File: config.mk
export PLATFORM = sky130hd
export DESIGN_NAME = idech_channel
export DESIGN_NICKNAME = d
export VERILOG_FILES = /design/src/rtl/idech_pkg.sv /design/src/rtl/idech_channel.sv
export SDC_FILE = /design/constraint.sdc
export NUM_CORES = 1
export LEC_CHECK = 0
export BUFFER_PORTS_ARGS = -buffer_cell sky130_fd_sc_hd__buf_2
export CAP_MARGIN = 10
export CELL_PAD_IN_SITES_DETAIL_PLACEMENT = 1
export CELL_PAD_IN_SITES_GLOBAL_PLACEMENT = 2
export CORE_ASPECT_RATIO = 0.8
export CORE_MARGIN = 2
export CORE_UTILIZATION = 38
export CTS_BUF_LIST = sky130_fd_sc_hd__clkbuf_8
export DETAILED_ROUTE_END_ITERATION = 7
export HOLD_SLACK_MARGIN = 0.15
export PLACE_DENSITY = 0.82
export RECOVER_POWER = 100
export SYNTH_ARGS = -nofsm -noshare
export SYNTH_HDL_FRONTEND = slang
export SYNTH_SLANG_ARGS = --single-unit
File: constraint.sdc
create_clock -name clk -period 4.3 [get_ports clk]
set_clock_uncertainty 0.1 [all_clocks]
set_input_delay 0.215 -clock clk [delete_from_list [all_inputs] [get_ports clk]]
set_output_delay 0.215 -clock clk [all_outputs]
set_load 0.02 [all_outputs]
File: src/rtl/idech_pkg.sv
package idech_pkg;
   localparam int CLK_MHZ = 20;
   localparam int T_SETUP_NS = 70;
   localparam int T_ACT_NS = 290;
   localparam int T_REC_NS = 240;
   localparam int T_UDMA_NS = 120;
   localparam int T_STOP_NS = 150;
   localparam logic [3:0] T_SETUP_CYC = 4'((T_SETUP_NS * CLK_MHZ + 999) / 1000);
   localparam logic [3:0] T_ACT_CYC = 4'((T_ACT_NS * CLK_MHZ + 999) / 1000);
   localparam logic [3:0] T_REC_CYC = 4'((T_REC_NS * CLK_MHZ + 999) / 1000);
   localparam logic [3:0] T_UDMA_CYC = 4'((T_UDMA_NS * CLK_MHZ + 999) / 1000);
   localparam logic [3:0] T_STOP_CYC = 4'((T_STOP_NS * CLK_MHZ + 999) / 1000);
   localparam int DATA_W = 16;
   localparam int FIFO_DEPTH = 4;
   localparam logic [12:0] PRI_CMD_BASE = 13'h003e;
   localparam logic [12:0] PRI_CTL_BASE = 13'h007e;
   localparam logic [12:0] SEC_CMD_BASE = 13'h002e;
   localparam logic [12:0] SEC_CTL_BASE = 13'h006e;
   typedef enum logic [2:0] {
      OP_PIO_RD, OP_PIO_WR, OP_DMA_RD, OP_DMA_WR, OP_UDMA_RD, OP_UDMA_WR, OP_UDMA_END
   } idech_op_t;
   typedef struct packed {
      idech_op_t op;
      logic chan;
      logic [15:0] io_addr;
      logic [15:0] wdata;
   } idech_cmd_t;
   typedef struct packed {
      logic cmd_sel_n;
      logic ctl_sel_n;
      logic dmack_n;
      logic rd_n;
      logic wr_n;
      logic [2:0] addr;
      logic [15:0] dout;
      logic doe;
   } idech_pins_t;
   localparam idech_pins_t PINS_IDLE = '{cmd_sel_n: 1'b1, ctl_sel_n: 1'b1, dmack_n: 1'b1,
      rd_n: 1'b1, wr_n: 1'b1, addr: 3'h0, dout: 16'h0000, doe: 1'b0};
endpackage

File: src/rtl/idech_channel.sv
`timescale 1ns/1ns
// ****************************************
// read data buffer
// ****************************************
module idech_fifo #(
   parameter int W = 16,
   parameter int DEPTH = 4
) (
   input wire logic clk,
   input wire logic rst_n,
   input wire logic [W-1:0] in_data,
   input wire logic in_valid,
   output logic in_ready,
   output logic [W-1:0] out_data,
   output logic out_valid,
   input wire logic out_ready
);
   localparam int AW = $clog2(DEPTH);
   logic [W-1:0] mem [DEPTH];
   logic [AW:0] wr_ptr, rd_ptr, next_wr_ptr, next_rd_ptr;
   always_comb begin
      in_ready = (wr_ptr - rd_ptr) != (AW+1)'(DEPTH);
      out_valid = wr_ptr != rd_ptr;
      out_data = mem[rd_ptr[AW-1:0]];
      next_wr_ptr = wr_ptr + (AW+1)'(in_valid && in_ready);
      next_rd_ptr = rd_ptr + (AW+1)'(out_valid && out_ready);
   end
   always_ff @(posedge clk) begin
      if (!rst_n) begin
         wr_ptr <= '0;
         rd_ptr <= '0;
      end else begin
         wr_ptr <= next_wr_ptr;
         rd_ptr <= next_rd_ptr;
      end
      if (in_valid && in_ready) begin
         mem[wr_ptr[AW-1:0]] <= in_data;
      end
   end
endmodule // idech_fifo

`timescale 1ns/1ns
// ****************************************
// ide channel pin engine
// ****************************************
module idech_channel (
   input wire logic clk,
   input wire logic rst_n,
   input wire logic split_cfg,
   input wire logic pos,
   input wire idech_pkg::idech_cmd_t cmd,
   input wire logic cmd_valid,
   output logic cmd_ready,
   output logic [15:0] rd_data,
   output logic rd_valid,
   input wire logic rd_ready,
   output logic err,
   output logic busy,
   output logic pri_req_level,
   output logic sec_req_level,
   output logic pri_dma_ack_n,
   input wire logic pri_dma_req,
   output logic pri_read_strobe_n,
   output logic pri_write_strobe_n,
   input wire logic pri_channel_ready,
   input wire logic [15:0] pri_disk_data_in,
   output logic [15:0] pri_disk_data_out,
   output logic pri_disk_data_oe,
   output logic [2:0] pri_disk_addr,
   output logic pri_cmd_block_sel_n,
   output logic pri_ctl_block_sel_n,
   output logic sec_dma_ack_n,
   input wire logic sec_dma_req,
   output logic sec_read_strobe_n,
   output logic sec_write_strobe_n,
   input wire logic sec_channel_ready,
   input wire logic [15:0] sec_disk_data_in,
   output logic [15:0] sec_disk_data_out,
   output logic sec_disk_data_oe,
   output logic [2:0] sec_disk_addr,
   output logic sec_cmd_block_sel_n,
   output logic sec_ctl_block_sel_n,
   output logic sec_ctl_block_sel_oe
);
   typedef enum {S_IDLE, S_SETUP, S_ACT, S_REC, S_URD, S_UWR, S_STOP} idech_state_t;
   idech_state_t state, next_state;
   idech_pkg::idech_pins_t pins [2];
   idech_pkg::idech_pins_t next_pins [2];
   idech_pkg::idech_pins_t p;
   idech_pkg::idech_cmd_t cur, next_cur;
   logic [3:0] cnt, next_cnt;
   logic ch, next_ch, upend, next_upend, next_err;
   logic tgt, hit, pri_cmd_hit, pri_ctl_hit, sec_cmd_hit, sec_ctl_hit;
   logic is_pio, is_rd, push, fifo_in_ready;
   logic [1:0] req_s1, req_s2, rdy_s1, rdy_s2, rdy_s3;
   logic [15:0] din_s1 [2];
   logic [15:0] din_s2 [2];
   logic ready_s, rdy_edge;

   // ****************************************
   // pin synchronisers
   // ****************************************
   // data passes the same two stages as the ready line so an edge and its word line up
   always_ff @(posedge clk) begin
      req_s1 <= {sec_dma_req, pri_dma_req};
      req_s2 <= req_s1;
      rdy_s1 <= {sec_channel_ready, pri_channel_ready};
      rdy_s2 <= rdy_s1;
      rdy_s3 <= rdy_s2;
      din_s1[0] <= pri_disk_data_in;
      din_s1[1] <= sec_disk_data_in;
      din_s2 <= din_s1;
   end
   assign ready_s = rdy_s2[ch];
   assign rdy_edge = rdy_s2[ch] ^ rdy_s3[ch];
   assign pri_req_level = req_s2[0];
   assign sec_req_level = req_s2[1];

   // ****************************************
   // address decode
   // ****************************************
   always_comb begin
      pri_cmd_hit = cmd.io_addr[15:3] == idech_pkg::PRI_CMD_BASE;
      pri_ctl_hit = cmd.io_addr[15:3] == idech_pkg::PRI_CTL_BASE;
      // in split mode the secondary pins belong to the primary slave, so no secondary range
      sec_cmd_hit = !split_cfg && cmd.io_addr[15:3] == idech_pkg::SEC_CMD_BASE;
      sec_ctl_hit = !split_cfg && cmd.io_addr[15:3] == idech_pkg::SEC_CTL_BASE;
      is_pio = cmd.op == idech_pkg::OP_PIO_RD || cmd.op == idech_pkg::OP_PIO_WR;
      hit = pri_cmd_hit || pri_ctl_hit || sec_cmd_hit || sec_ctl_hit;
      if (is_pio) begin
         tgt = sec_cmd_hit || sec_ctl_hit || (split_cfg && cmd.chan);
      end else begin
         tgt = cmd.chan;
      end
      is_rd = cur.op == idech_pkg::OP_PIO_RD || cur.op == idech_pkg::OP_DMA_RD;
   end

   // ****************************************
   // transfer sequencer
   // ****************************************
   always_comb begin
      next_state = state;
      next_pins = pins;
      next_cur = cur;
      next_cnt = cnt;
      next_ch = ch;
      next_upend = upend;
      next_err = 1'b0;
      cmd_ready = 1'b0;
      push = 1'b0;
      p = idech_pkg::PINS_IDLE;
      case (state)
         S_IDLE: begin
            cmd_ready = 1'b1;
            next_pins[0] = idech_pkg::PINS_IDLE;
            next_pins[1] = idech_pkg::PINS_IDLE;
            if (cmd_valid) begin
               next_cur = cmd;
               next_ch = tgt;
               if ((is_pio && !hit) || cmd.op == idech_pkg::OP_UDMA_END) begin
                  next_err = 1'b1;
               end else begin
                  p.addr = cmd.io_addr[2:0];
                  if (is_pio) begin
                     p.cmd_sel_n = !(pri_cmd_hit || sec_cmd_hit);
                     p.ctl_sel_n = !(pri_ctl_hit || sec_ctl_hit);
                  end else begin
                     p.dmack_n = 1'b0;
                  end
                  if (cmd.op == idech_pkg::OP_PIO_WR || cmd.op == idech_pkg::OP_DMA_WR) begin
                     p.dout = cmd.wdata;
                     p.doe = 1'b1;
                  end
                  next_pins[tgt] = p;
                  next_cnt = idech_pkg::T_SETUP_CYC;
                  next_state = S_SETUP;
               end
            end
         end
         S_SETUP: begin
            if (cnt > 4'h1) begin
               next_cnt = cnt - 4'h1;
            end else if (cur.op == idech_pkg::OP_UDMA_RD) begin
               next_state = S_URD;
            end else if (cur.op == idech_pkg::OP_UDMA_WR) begin
               next_pins[ch].doe = 1'b1;
               next_upend = 1'b0;
               next_state = S_UWR;
            end else begin
               // the first word of a dma write rides in with the command
               next_pins[ch].rd_n = !is_rd;
               next_pins[ch].wr_n = is_rd;
               next_cnt = idech_pkg::T_ACT_CYC;
               next_state = S_ACT;
            end
         end
         S_ACT: begin
            if (cnt > 4'h1) begin
               next_cnt = cnt - 4'h1;
            end else if (!pins[ch].dmack_n || ready_s) begin
               if (!is_rd || fifo_in_ready) begin
                  next_pins[ch].rd_n = 1'b1;
                  next_pins[ch].wr_n = 1'b1;
                  push = is_rd;
                  next_cnt = idech_pkg::T_REC_CYC;
                  next_state = S_REC;
               end
            end
         end
         S_REC: begin
            if (cnt > 4'h1) begin
               next_cnt = cnt - 4'h1;
            end else begin
               next_pins[ch] = idech_pkg::PINS_IDLE;
               next_state = S_IDLE;
            end
         end
         S_URD: begin
            // pause reaches the drive some cycles late; a full buffer then drops a word
            next_pins[ch].rd_n = !fifo_in_ready;
            push = rdy_edge;
            cmd_ready = cmd.op == idech_pkg::OP_UDMA_END;
            if (cmd_valid && cmd_ready) begin
               next_pins[ch].wr_n = 1'b0;
               next_cnt = idech_pkg::T_STOP_CYC;
               next_state = S_STOP;
            end
         end
         S_UWR: begin
            cmd_ready = !upend && (cmd.op == idech_pkg::OP_UDMA_WR
                                   || cmd.op == idech_pkg::OP_UDMA_END);
            if (upend) begin
               if (cnt > 4'h1) begin
                  next_cnt = cnt - 4'h1;
               end else if (!ready_s) begin
                  next_pins[ch].rd_n = !pins[ch].rd_n;
                  next_upend = 1'b0;
               end
            end else if (cmd_valid && cmd_ready) begin
               if (cmd.op == idech_pkg::OP_UDMA_WR) begin
                  next_pins[ch].dout = cmd.wdata;
                  next_cnt = idech_pkg::T_UDMA_CYC;
                  next_upend = 1'b1;
               end else begin
                  next_pins[ch].wr_n = 1'b0;
                  next_cnt = idech_pkg::T_STOP_CYC;
                  next_state = S_STOP;
               end
            end
         end
         S_STOP: begin
            if (cnt > 4'h1) begin
               next_cnt = cnt - 4'h1;
            end else begin
               next_pins[ch] = idech_pkg::PINS_IDLE;
               next_state = S_IDLE;
            end
         end
         default: begin
            next_state = S_IDLE;
         end
      endcase
   end

   always_ff @(posedge clk) begin
      if (!rst_n) begin
         state <= S_IDLE;
         pins[0] <= idech_pkg::PINS_IDLE;
         pins[1] <= idech_pkg::PINS_IDLE;
         cur <= '0;
         cnt <= 4'h0;
         ch <= 1'b0;
         upend <= 1'b0;
         err <= 1'b0;
      end else begin
         state <= next_state;
         pins <= next_pins;
         cur <= next_cur;
         cnt <= next_cnt;
         ch <= next_ch;
         upend <= next_upend;
         err <= next_err;
      end
   end

   idech_fifo #(
      .W(idech_pkg::DATA_W),
      .DEPTH(idech_pkg::FIFO_DEPTH)
   ) u_fifo (
      .clk(clk),
      .rst_n(rst_n),
      .in_data(din_s2[ch]),
      .in_valid(push),
      .in_ready(fifo_in_ready),
      .out_data(rd_data),
      .out_valid(rd_valid),
      .out_ready(rd_ready)
   );

   // ****************************************
   // pin outputs
   // ****************************************
   assign busy = state != S_IDLE;
   assign pri_dma_ack_n = pins[0].dmack_n;
   assign pri_read_strobe_n = pins[0].rd_n;
   assign pri_write_strobe_n = pins[0].wr_n;
   assign pri_disk_data_out = pins[0].dout;
   assign pri_disk_data_oe = pins[0].doe;
   assign pri_disk_addr = pins[0].addr;
   assign pri_cmd_block_sel_n = pins[0].cmd_sel_n;
   assign pri_ctl_block_sel_n = pins[0].ctl_sel_n;
   assign sec_dma_ack_n = pins[1].dmack_n;
   assign sec_read_strobe_n = pins[1].rd_n;
   assign sec_write_strobe_n = pins[1].wr_n;
   assign sec_disk_data_out = pins[1].dout;
   assign sec_disk_data_oe = pins[1].doe;
   assign sec_disk_addr = pins[1].addr;
   assign sec_cmd_block_sel_n = pins[1].cmd_sel_n;
   assign sec_ctl_block_sel_n = pins[1].ctl_sel_n;
   assign sec_ctl_block_sel_oe = !pos;

   // ****************************************
   // checks
   // ****************************************
   a_reset_outputs_high: assert property (@(posedge clk) !rst_n |=>
      pri_dma_ack_n && sec_dma_ack_n && pri_cmd_block_sel_n && sec_cmd_block_sel_n
      && pri_ctl_block_sel_n && sec_ctl_block_sel_n)
      else $error("select or acknowledge low after reset");
   a_dma_ack_low: assert property (@(posedge clk) disable iff (!rst_n)
      (state == S_ACT && cur.op != idech_pkg::OP_PIO_RD
       && cur.op != idech_pkg::OP_PIO_WR) |-> !pins[ch].dmack_n)
      else $error("dma strobe without acknowledge");
   a_pio_select: assert property (@(posedge clk) disable iff (!rst_n)
      (state == S_ACT && pins[ch].dmack_n) |-> (pins[ch].cmd_sel_n ^ pins[ch].ctl_sel_n))
      else $error("pio strobe without exactly one select");
   a_pri_cmd_range: assert property (@(posedge clk) disable iff (!rst_n)
      $fell(pri_cmd_block_sel_n) |-> cur.io_addr[15:3] == idech_pkg::PRI_CMD_BASE)
      else $error("primary command select outside its range");
   a_sec_ctl_range: assert property (@(posedge clk) disable iff (!rst_n)
      $fell(sec_ctl_block_sel_n) |-> cur.io_addr[15:3]
      == (split_cfg ? idech_pkg::PRI_CTL_BASE : idech_pkg::SEC_CTL_BASE))
      else $error("secondary control select outside its range");
   a_idle_strobes: assert property (@(posedge clk) disable iff (!rst_n)
      (state == S_IDLE && $past(state) == S_IDLE) |-> pri_read_strobe_n
      && pri_write_strobe_n && sec_read_strobe_n && sec_write_strobe_n)
      else $error("strobe low while idle");
   a_udma_pause: assert property (@(posedge clk) disable iff (!rst_n)
      (state == S_URD && !fifo_in_ready && $past(state) == S_URD) |=>
      (state != S_URD || pins[ch].rd_n))
      else $error("host ready kept low with a full buffer");
   a_uwr_halt: assert property (@(posedge clk) disable iff (!rst_n)
      (state == S_UWR && ready_s) |=> $stable(pins[ch].rd_n))
      else $error("strobe toggled while drive paused");
   a_stop_issue: assert property (@(posedge clk) disable iff (!rst_n)
      (state == S_URD && cmd_valid && cmd_ready) |=> !pins[ch].wr_n [*2])
      else $error("stop not driven after burst end");
   a_pio_stretch: assert property (@(posedge clk) disable iff (!rst_n)
      (state == S_ACT && cnt == 4'h1 && pins[ch].dmack_n && !ready_s) |=> state == S_ACT)
      else $error("pio strobe ended while drive not ready");
endmodule // idech_channel

# Word level (Yosys, flattened, before mapping)
# Memories as Yosys holds them, arrays and structs flattened. A register that Yosys moved wholly into a read port is not among the register bits.
# Cells that the tools add are included.
dict set report totals {
  out_inout_bits 73
  ramBits 64
  reg_bits 172
  n_memories 1
  wordCells 246
  in_bits 78
}
# name depth word_bits read_ports rd_ports_with_merged_regs write_ports line_no
set memory_table {}
lappend memory_table {u_fifo.mem 4 16 1 1 1 idech_channel.sv:19} ;# logic [W-1:0] mem [DEPTH];
dict set report classes {
  n_mux 106
  addsub 4
  eq_ne 39
  magnitude_cmp 6
  reduce_logical 48
  n_bitwise 9
}
# cell count
set ops {}
lappend ops {{$mux W50} 15}
lappend ops {{$bwmux W50} 10}
lappend ops {{$mux W32} 11}
lappend ops {{$pmux W50 S6} 1}
lappend ops {{$pmux W32 S6} 1}
lappend ops {{$demux W25 S1} 6}
lappend ops {{$eq A32 B3 Y1 const B} 3}
lappend ops {{$mux W17} 5}
lappend ops {{$and A40 B40 Y40} 2}
lappend ops {{$mux W23} 3}
lappend ops {{$eq A32 B2 Y1 const B} 2}
lappend ops {{$mux W25} 2}
lappend ops {{$mux W16} 3}
lappend ops {{$mux W4} 12}
lappend ops {{$not A40 Y40} 1}
lappend ops {{$eq A32 B1 Y1 const B} 1}
lappend ops {{$logic_not A32 Y1} 1}
lappend ops {{$reduce_bool A32 Y1} 1}
lappend ops {{$eq A13 B6 Y1 const B} 2}
lappend ops {{$eq A13 B7 Y1 const B} 2}
lappend ops {{$ne A2 B2 Y1 const B} 13}
lappend ops {{$mux W1} 24}
lappend ops {{$ne A3 B3 Y1 const B} 8}
lappend ops {{$pmux W4 S6} 1}
lappend ops {{34 further kinds} 82}

# Logic depth before layout (Yosys ltp)
dict set report depth {
  word_depth 15
  ltp_mapped 12
  ltp_nobuf 12
}

# By module
# From an unflattened synthesis, not the netlist that was laid out.
dict set report hier_totals {
  cells_unflattened 598
  area_unflattened_um2 7825.0
}
# mod cells_per_inst instances area_per_inst_um2 seq_area_each_um2
set modules_own_cells {}
lappend modules_own_cells {idech_channel 477 1 5081.1 2742.6}
lappend modules_own_cells {idech_fifo 121 1 2743.9 2042.0}

# Worst setup path after synthesis
# No wires, ideal clock.
dict set report synth_path {
  path_type {reg-to-reg}
  start {register u_fifo.rd_ptr[1]}
  end {memory u_fifo.mem[0][0] (enable)}
  n_path_buf 2
  synth_period_minus_slack_ns 3.322
  setup_ns 0.409
  path_slack_ns 0.978
  required_time_ns 3.791
  arrival_time_ns 2.812
  path_stages_with_launch 9
  path_cell_list {dfxtp_1 clkbuf_1 buf_1 inv_1 ha_1 nor2b_1 xnor2_1 o22ai_1 nor3_1}
}
dict set report synth_between {
  elab_chain_len 10
}
# element line_no
set synth_rtl {}
lappend synth_rtl {{start, declared} idech_channel.sv:20} ;# logic [AW:0] wr_ptr, rd_ptr, next_wr_ptr, next_rd_ptr;
lappend synth_rtl {{start signal, assigned} idech_channel.sv:34} ;# rd_ptr <= next_rd_ptr;
lappend synth_rtl {{$sub A3 B3 Y3 (*)} idech_channel.sv:22} ;# in_ready = (wr_ptr - rd_ptr) != (AW+1)'(DEPTH);
lappend synth_rtl {{$ne A3 B3 Y1 (*)} idech_channel.sv:22}
lappend synth_rtl {{$logic_or A1 B1 Y1} idech_channel.sv:201} ;# if (!is_rd || fifo_in_ready) begin
lappend synth_rtl {{$mux W1} idech_channel.sv:201}
lappend synth_rtl {{$mux W1} idech_channel.sv:200} ;# end else if (!pins[ch].dmack_n || ready_s) begin
lappend synth_rtl {{$mux W1} idech_channel.sv:198} ;# if (cnt > 4'h1) begin
lappend synth_rtl {{$pmux W1 S2} idech_channel.sv:152} ;# case (state)
lappend synth_rtl {{$logic_and A1 B1 Y1 (*)} idech_channel.sv:36} ;# if (in_valid && in_ready) begin
lappend synth_rtl {{$mux W1 (*)} idech_channel.sv:36}
lappend synth_rtl {{$mux W1 (implied by the code) (*)} idech_channel.sv:37} ;# mem[wr_ptr[AW-1:0]] <= in_data;
lappend synth_rtl {{end, declared} idech_channel.sv:19}
# Mark *: on every way between the ends. The rest lies on a longest branch, timed or not.

# Worst setup path in the final report
dict set report layout_path {
  start {register state[0]}
  end {register pins, in the netlist sec_disk_data_out[2]}
}
dict set report layout_between {
  elab_chain_len 4
  elab_cells_between_ends 20
  classes_between {eq/ne (15); mux (1); reduce/logical (4)}
}
# element line_no
set layout_rtl {}
lappend layout_rtl {{start, declared} idech_channel.sv:86} ;# idech_state_t state, next_state;
lappend layout_rtl {{start signal, assigned} idech_channel.sv:276} ;# state <= next_state;
lappend layout_rtl {{$eq A32 B3 Y1 or $eq A32 B2 Y1 (tied branches)} idech_channel.sv:152}
lappend layout_rtl {{$reduce_or A2 Y1 (no source line)} -}
lappend layout_rtl {{$reduce_bool A6 Y1 (no source line) or $ne A2 B2 Y1 (tied branches)} -}
lappend layout_rtl {{$reduce_and A10 Y1 (no source line)} -}
lappend layout_rtl {{end signal, assigned} idech_channel.sv:277} ;# pins <= next_pins;
lappend layout_rtl {{end, declared} idech_channel.sv:87} ;# idech_pkg::idech_pins_t pins [2];
# Parallel ways exist; a longest one is shown, timed or not.
# A chain may end at the register's enable or synchronous reset.

==> results.md <==
- LEAKAGE: between 3 and 4 nW
- RSZ-0062 raised after global routing: no
- Largest net degree at the start of global routing: 28
- VDD IR max: 0.2276 mV
- Post-cts repair resize count: 0
- Final GP Congestion: between 0.8 and 0.9
- Area growth syn-to-layout: 30.57%
- Detailed Routing Iterations Pass 1: 4
- Core area: just under 20000 sq um
- Ant diodes: 0
- PwrDens: about 530 nW/um^2
- CP max-delay cell: a211oi_4
- Die width: 161.7 um
- Root buf cell: clkbuf_8
- CP startpoint kind: register
- Vias in the first global route: around 6000
- GRT Total Usage: 0.1975
- DIE AREA: 21040 sq um
- Worst setup EP type: register
- Prevailing post-synth register cell: dfxtp_1
- Vias per cell: 5.134
- Max Cap Violations: 0
- Fin cells: between 1000 and 1500
- H-Tree Depth: 1
- CTS Hold Bufs: 73
- Critical Path Max Stage Delay: 0.76 ns
- Most frequent cells in the layout: 143 x dfxtp_1, 78 x buf_2, 76 x clkbuf_1
- Initial DRC count: 277
- Initial Utilization: 0.3840
- Outcome: finished clean
- Net Count, Synth: 658
- Worst-margin pin slew: between 1 and 1.5 ns
- First-pass GRT wire length: between 30 and 40 mm
- Final setup vio count: 0
- Clock transition at the registers of the reported paths: 0.07 ns
- Crit Path Max Fanout: 20
- Rows: 46
- CP arrival: between 3 and 4 ns
- Average size of a mapped cell: 13.26 sq um
- Register area share after synthesis: 0.6330
- Reg2reg path depth: 7
- Setup bufs post-CTS: 0
- Fin Setup TNS: 0 ns
- Die Ht: approximately 130 um
- Commonest non-fill, non-tap cell in the layout: dfxtp_1
- Final Hold Viols: 0
- CP top delay family: simple AND/OR/NAND/NOR gates
- Initial antenna violation count: 0
- Clk buf depth: 3
- Hold Path Stages: 2
- CP Cell Sequence: clkbuf_1, nor3_1, a21oi_1, nor4b_1, nand3_1, a211oi_4, a22o_1
- Worst-Skew Late Latency: between 0.5 and 0.6 ns
- Synth Register Bits: about 210
- Routed len/inst: roughly 19 um
- Port Buffer Count: 150
- Synth unique cells: ~70
- Worst Path Required: about 4.7 ns
- WP buf/inv: 1
- Synthesized area: roughly 7600 sq um
- DR DRC count: 0
- Io pins: approximately 150
- Post-route ant nets: 0
- Fin crit period: around 3.5 ns
- CP Depth: 7
- Proportion of layout cells with a drive suffix above 1: 0.1911
- Final wirelength: ~21 mm
- Fmax: around 280 MHz
- CTS Sinks: around 210
- Headroom to the max-slew limit: 0.05304
- CTS tree: yes
- Overflow after GRT: 0
- Yosys warns: 0
- Inst Count DP: 964
- Final period util: 0.8253
- Slew Limit Fails: 0
- FFs w/ async S/R, synth: 0
- Num CTS Buffers: 31
- DPL Wire Length: 13.59 mm
- Final nets: approximately 900
- Hold Crit Class: in -> reg
- Vias: 5627
- Post-synth EDFFs: 64
- Synth Instances: 570
- CP Class: reg -> reg
==> cells by family after synthesis <==
logic type	Yosys count	synth area share
AOI/OAI and AO/OA	138	0.1455
and+or+nand+nor	122	0.08741
adders and majority gates	10	0.01655
buffers and inverters	49	0.03062
DFF	207	0.6330
muxes	36	0.07764
xor gates and xnor gates	8	0.009270
==> synthesized netlist by cell type, types with 8 or more instances <==
| cell | count | area, sq um |
|---|---|---|
| dfxtp_1 | 143 | 2863 |
| edfxtp_1 | 64 | 1922 |
| a22o_1 | 32 | 280.3 |
| nor2_1 | 23 | 86.33 |
| a21oi_1 | 22 | 110.1 |
| nand2_1 | 22 | 82.58 |
| clkbuf_1 | 17 | 63.81 |
| mux2_2 | 17 | 191.4 |
| mux4_2 | 16 | 360.4 |
| nor3_1 | 16 | 80.08 |
| inv_1 | 15 | 56.30 |
| o21ai_0 | 15 | 75.07 |
| nand3_1 | 12 | 60.06 |
| ha_1 | 10 | 125.1 |
| a32o_1 | 9 | 90.09 |
| nand2b_1 | 8 | 50.05 |
==> power by group <==
part,total [mW],leakage [nW],internal [mW],switching [mW]
registers,2.27,1.76,2.15,0.123
logic,1.29,1.65,0.487,0.801
clock network,1.71,0.388,0.965,0.740
total,5.27,3.80,3.60,1.66
==> through the flow <==
| step | hold slack (ns) | util | instance area [sq um] | worst slack, ns | total power, mW |
|---|---|---|---|---|---|
| floorplan | 0.1427 | - | 7559 | 0.9785 | 3.181 |
| global placement | 0.2100 | 0.4355 | 8572 | 1.060 | 3.499 |
| detailed placement | 0.2135 | 0.4355 | 8572 | 0.8733 | 3.560 |
| CTS | 0.1567 | 0.5066 | 9972 | 0.8389 | 5.335 |
| global route | 0.1644 | 0.5014 | 9869 | 0.4078 | 5.547 |
| finish | 0.1968 | 0.5014 | 9869 | 0.7514 | 5.268 |
==> worst paths after layout <==
path | start | end | slack, ns
worst max-delay path | state[0] | sec_disk_data_out[2] | 0.75
worst min-delay path | pri_disk_data_in[14] | din_s1[30] | 0.20
worst max register to register | state[0] | sec_disk_data_out[2] | 0.75
worst min register to register | din_s1[0] | din_s2[0] | 0.23
==> sequential cells by signal, indices dropped and copies added (netlist names), 3 cells and up <==
register and flops:
u_fifo.rd_ptr 3, pri_disk_addr 3, din_s1 32, u_fifo.wr_ptr 3
din_s2 32, cnt 4, sec_disk_addr 3, state 3
pri_disk_data_out 16, u_fifo.mem 64, sec_disk_data_out 16, cur 3
==> worst register-to-register path: cells and delay by family, from the launching register on <==
kind | cells | cell delay (ns)
AND/OR/NAND/NOR | 3 | 1.26
buffers and inverters | 1 | 0.40
flip-flops | 1 | 0.53
AO/OA/AOI/OAI | 3 | 1.22
==> routing by layer <==
layer / up-vias / track usage / wire length [um]
met3: 43 / 0.03942 / 1103
met5: - / 0 / 0
li1: 2640 / - / -
met1: 2759 / 0.2576 / 9346
met2: 185 / 0.3366 / 10140
met4: 0 / 0.05934 / 452
==> area by class of cell <==
type / instances / area [sq um]
multi-input combinational: 314 / 2547
clock inverter: 24 / 201.4
tap: 264 / 330.3
inverter: 17 / 63.81
clock buffer: 34 / 467.9
timing repair buffer: 236 / 1474
sequential: 207 / 4785
fill: 2121 / 9814
No activity file was read; power rests on OpenSTA's default activity.
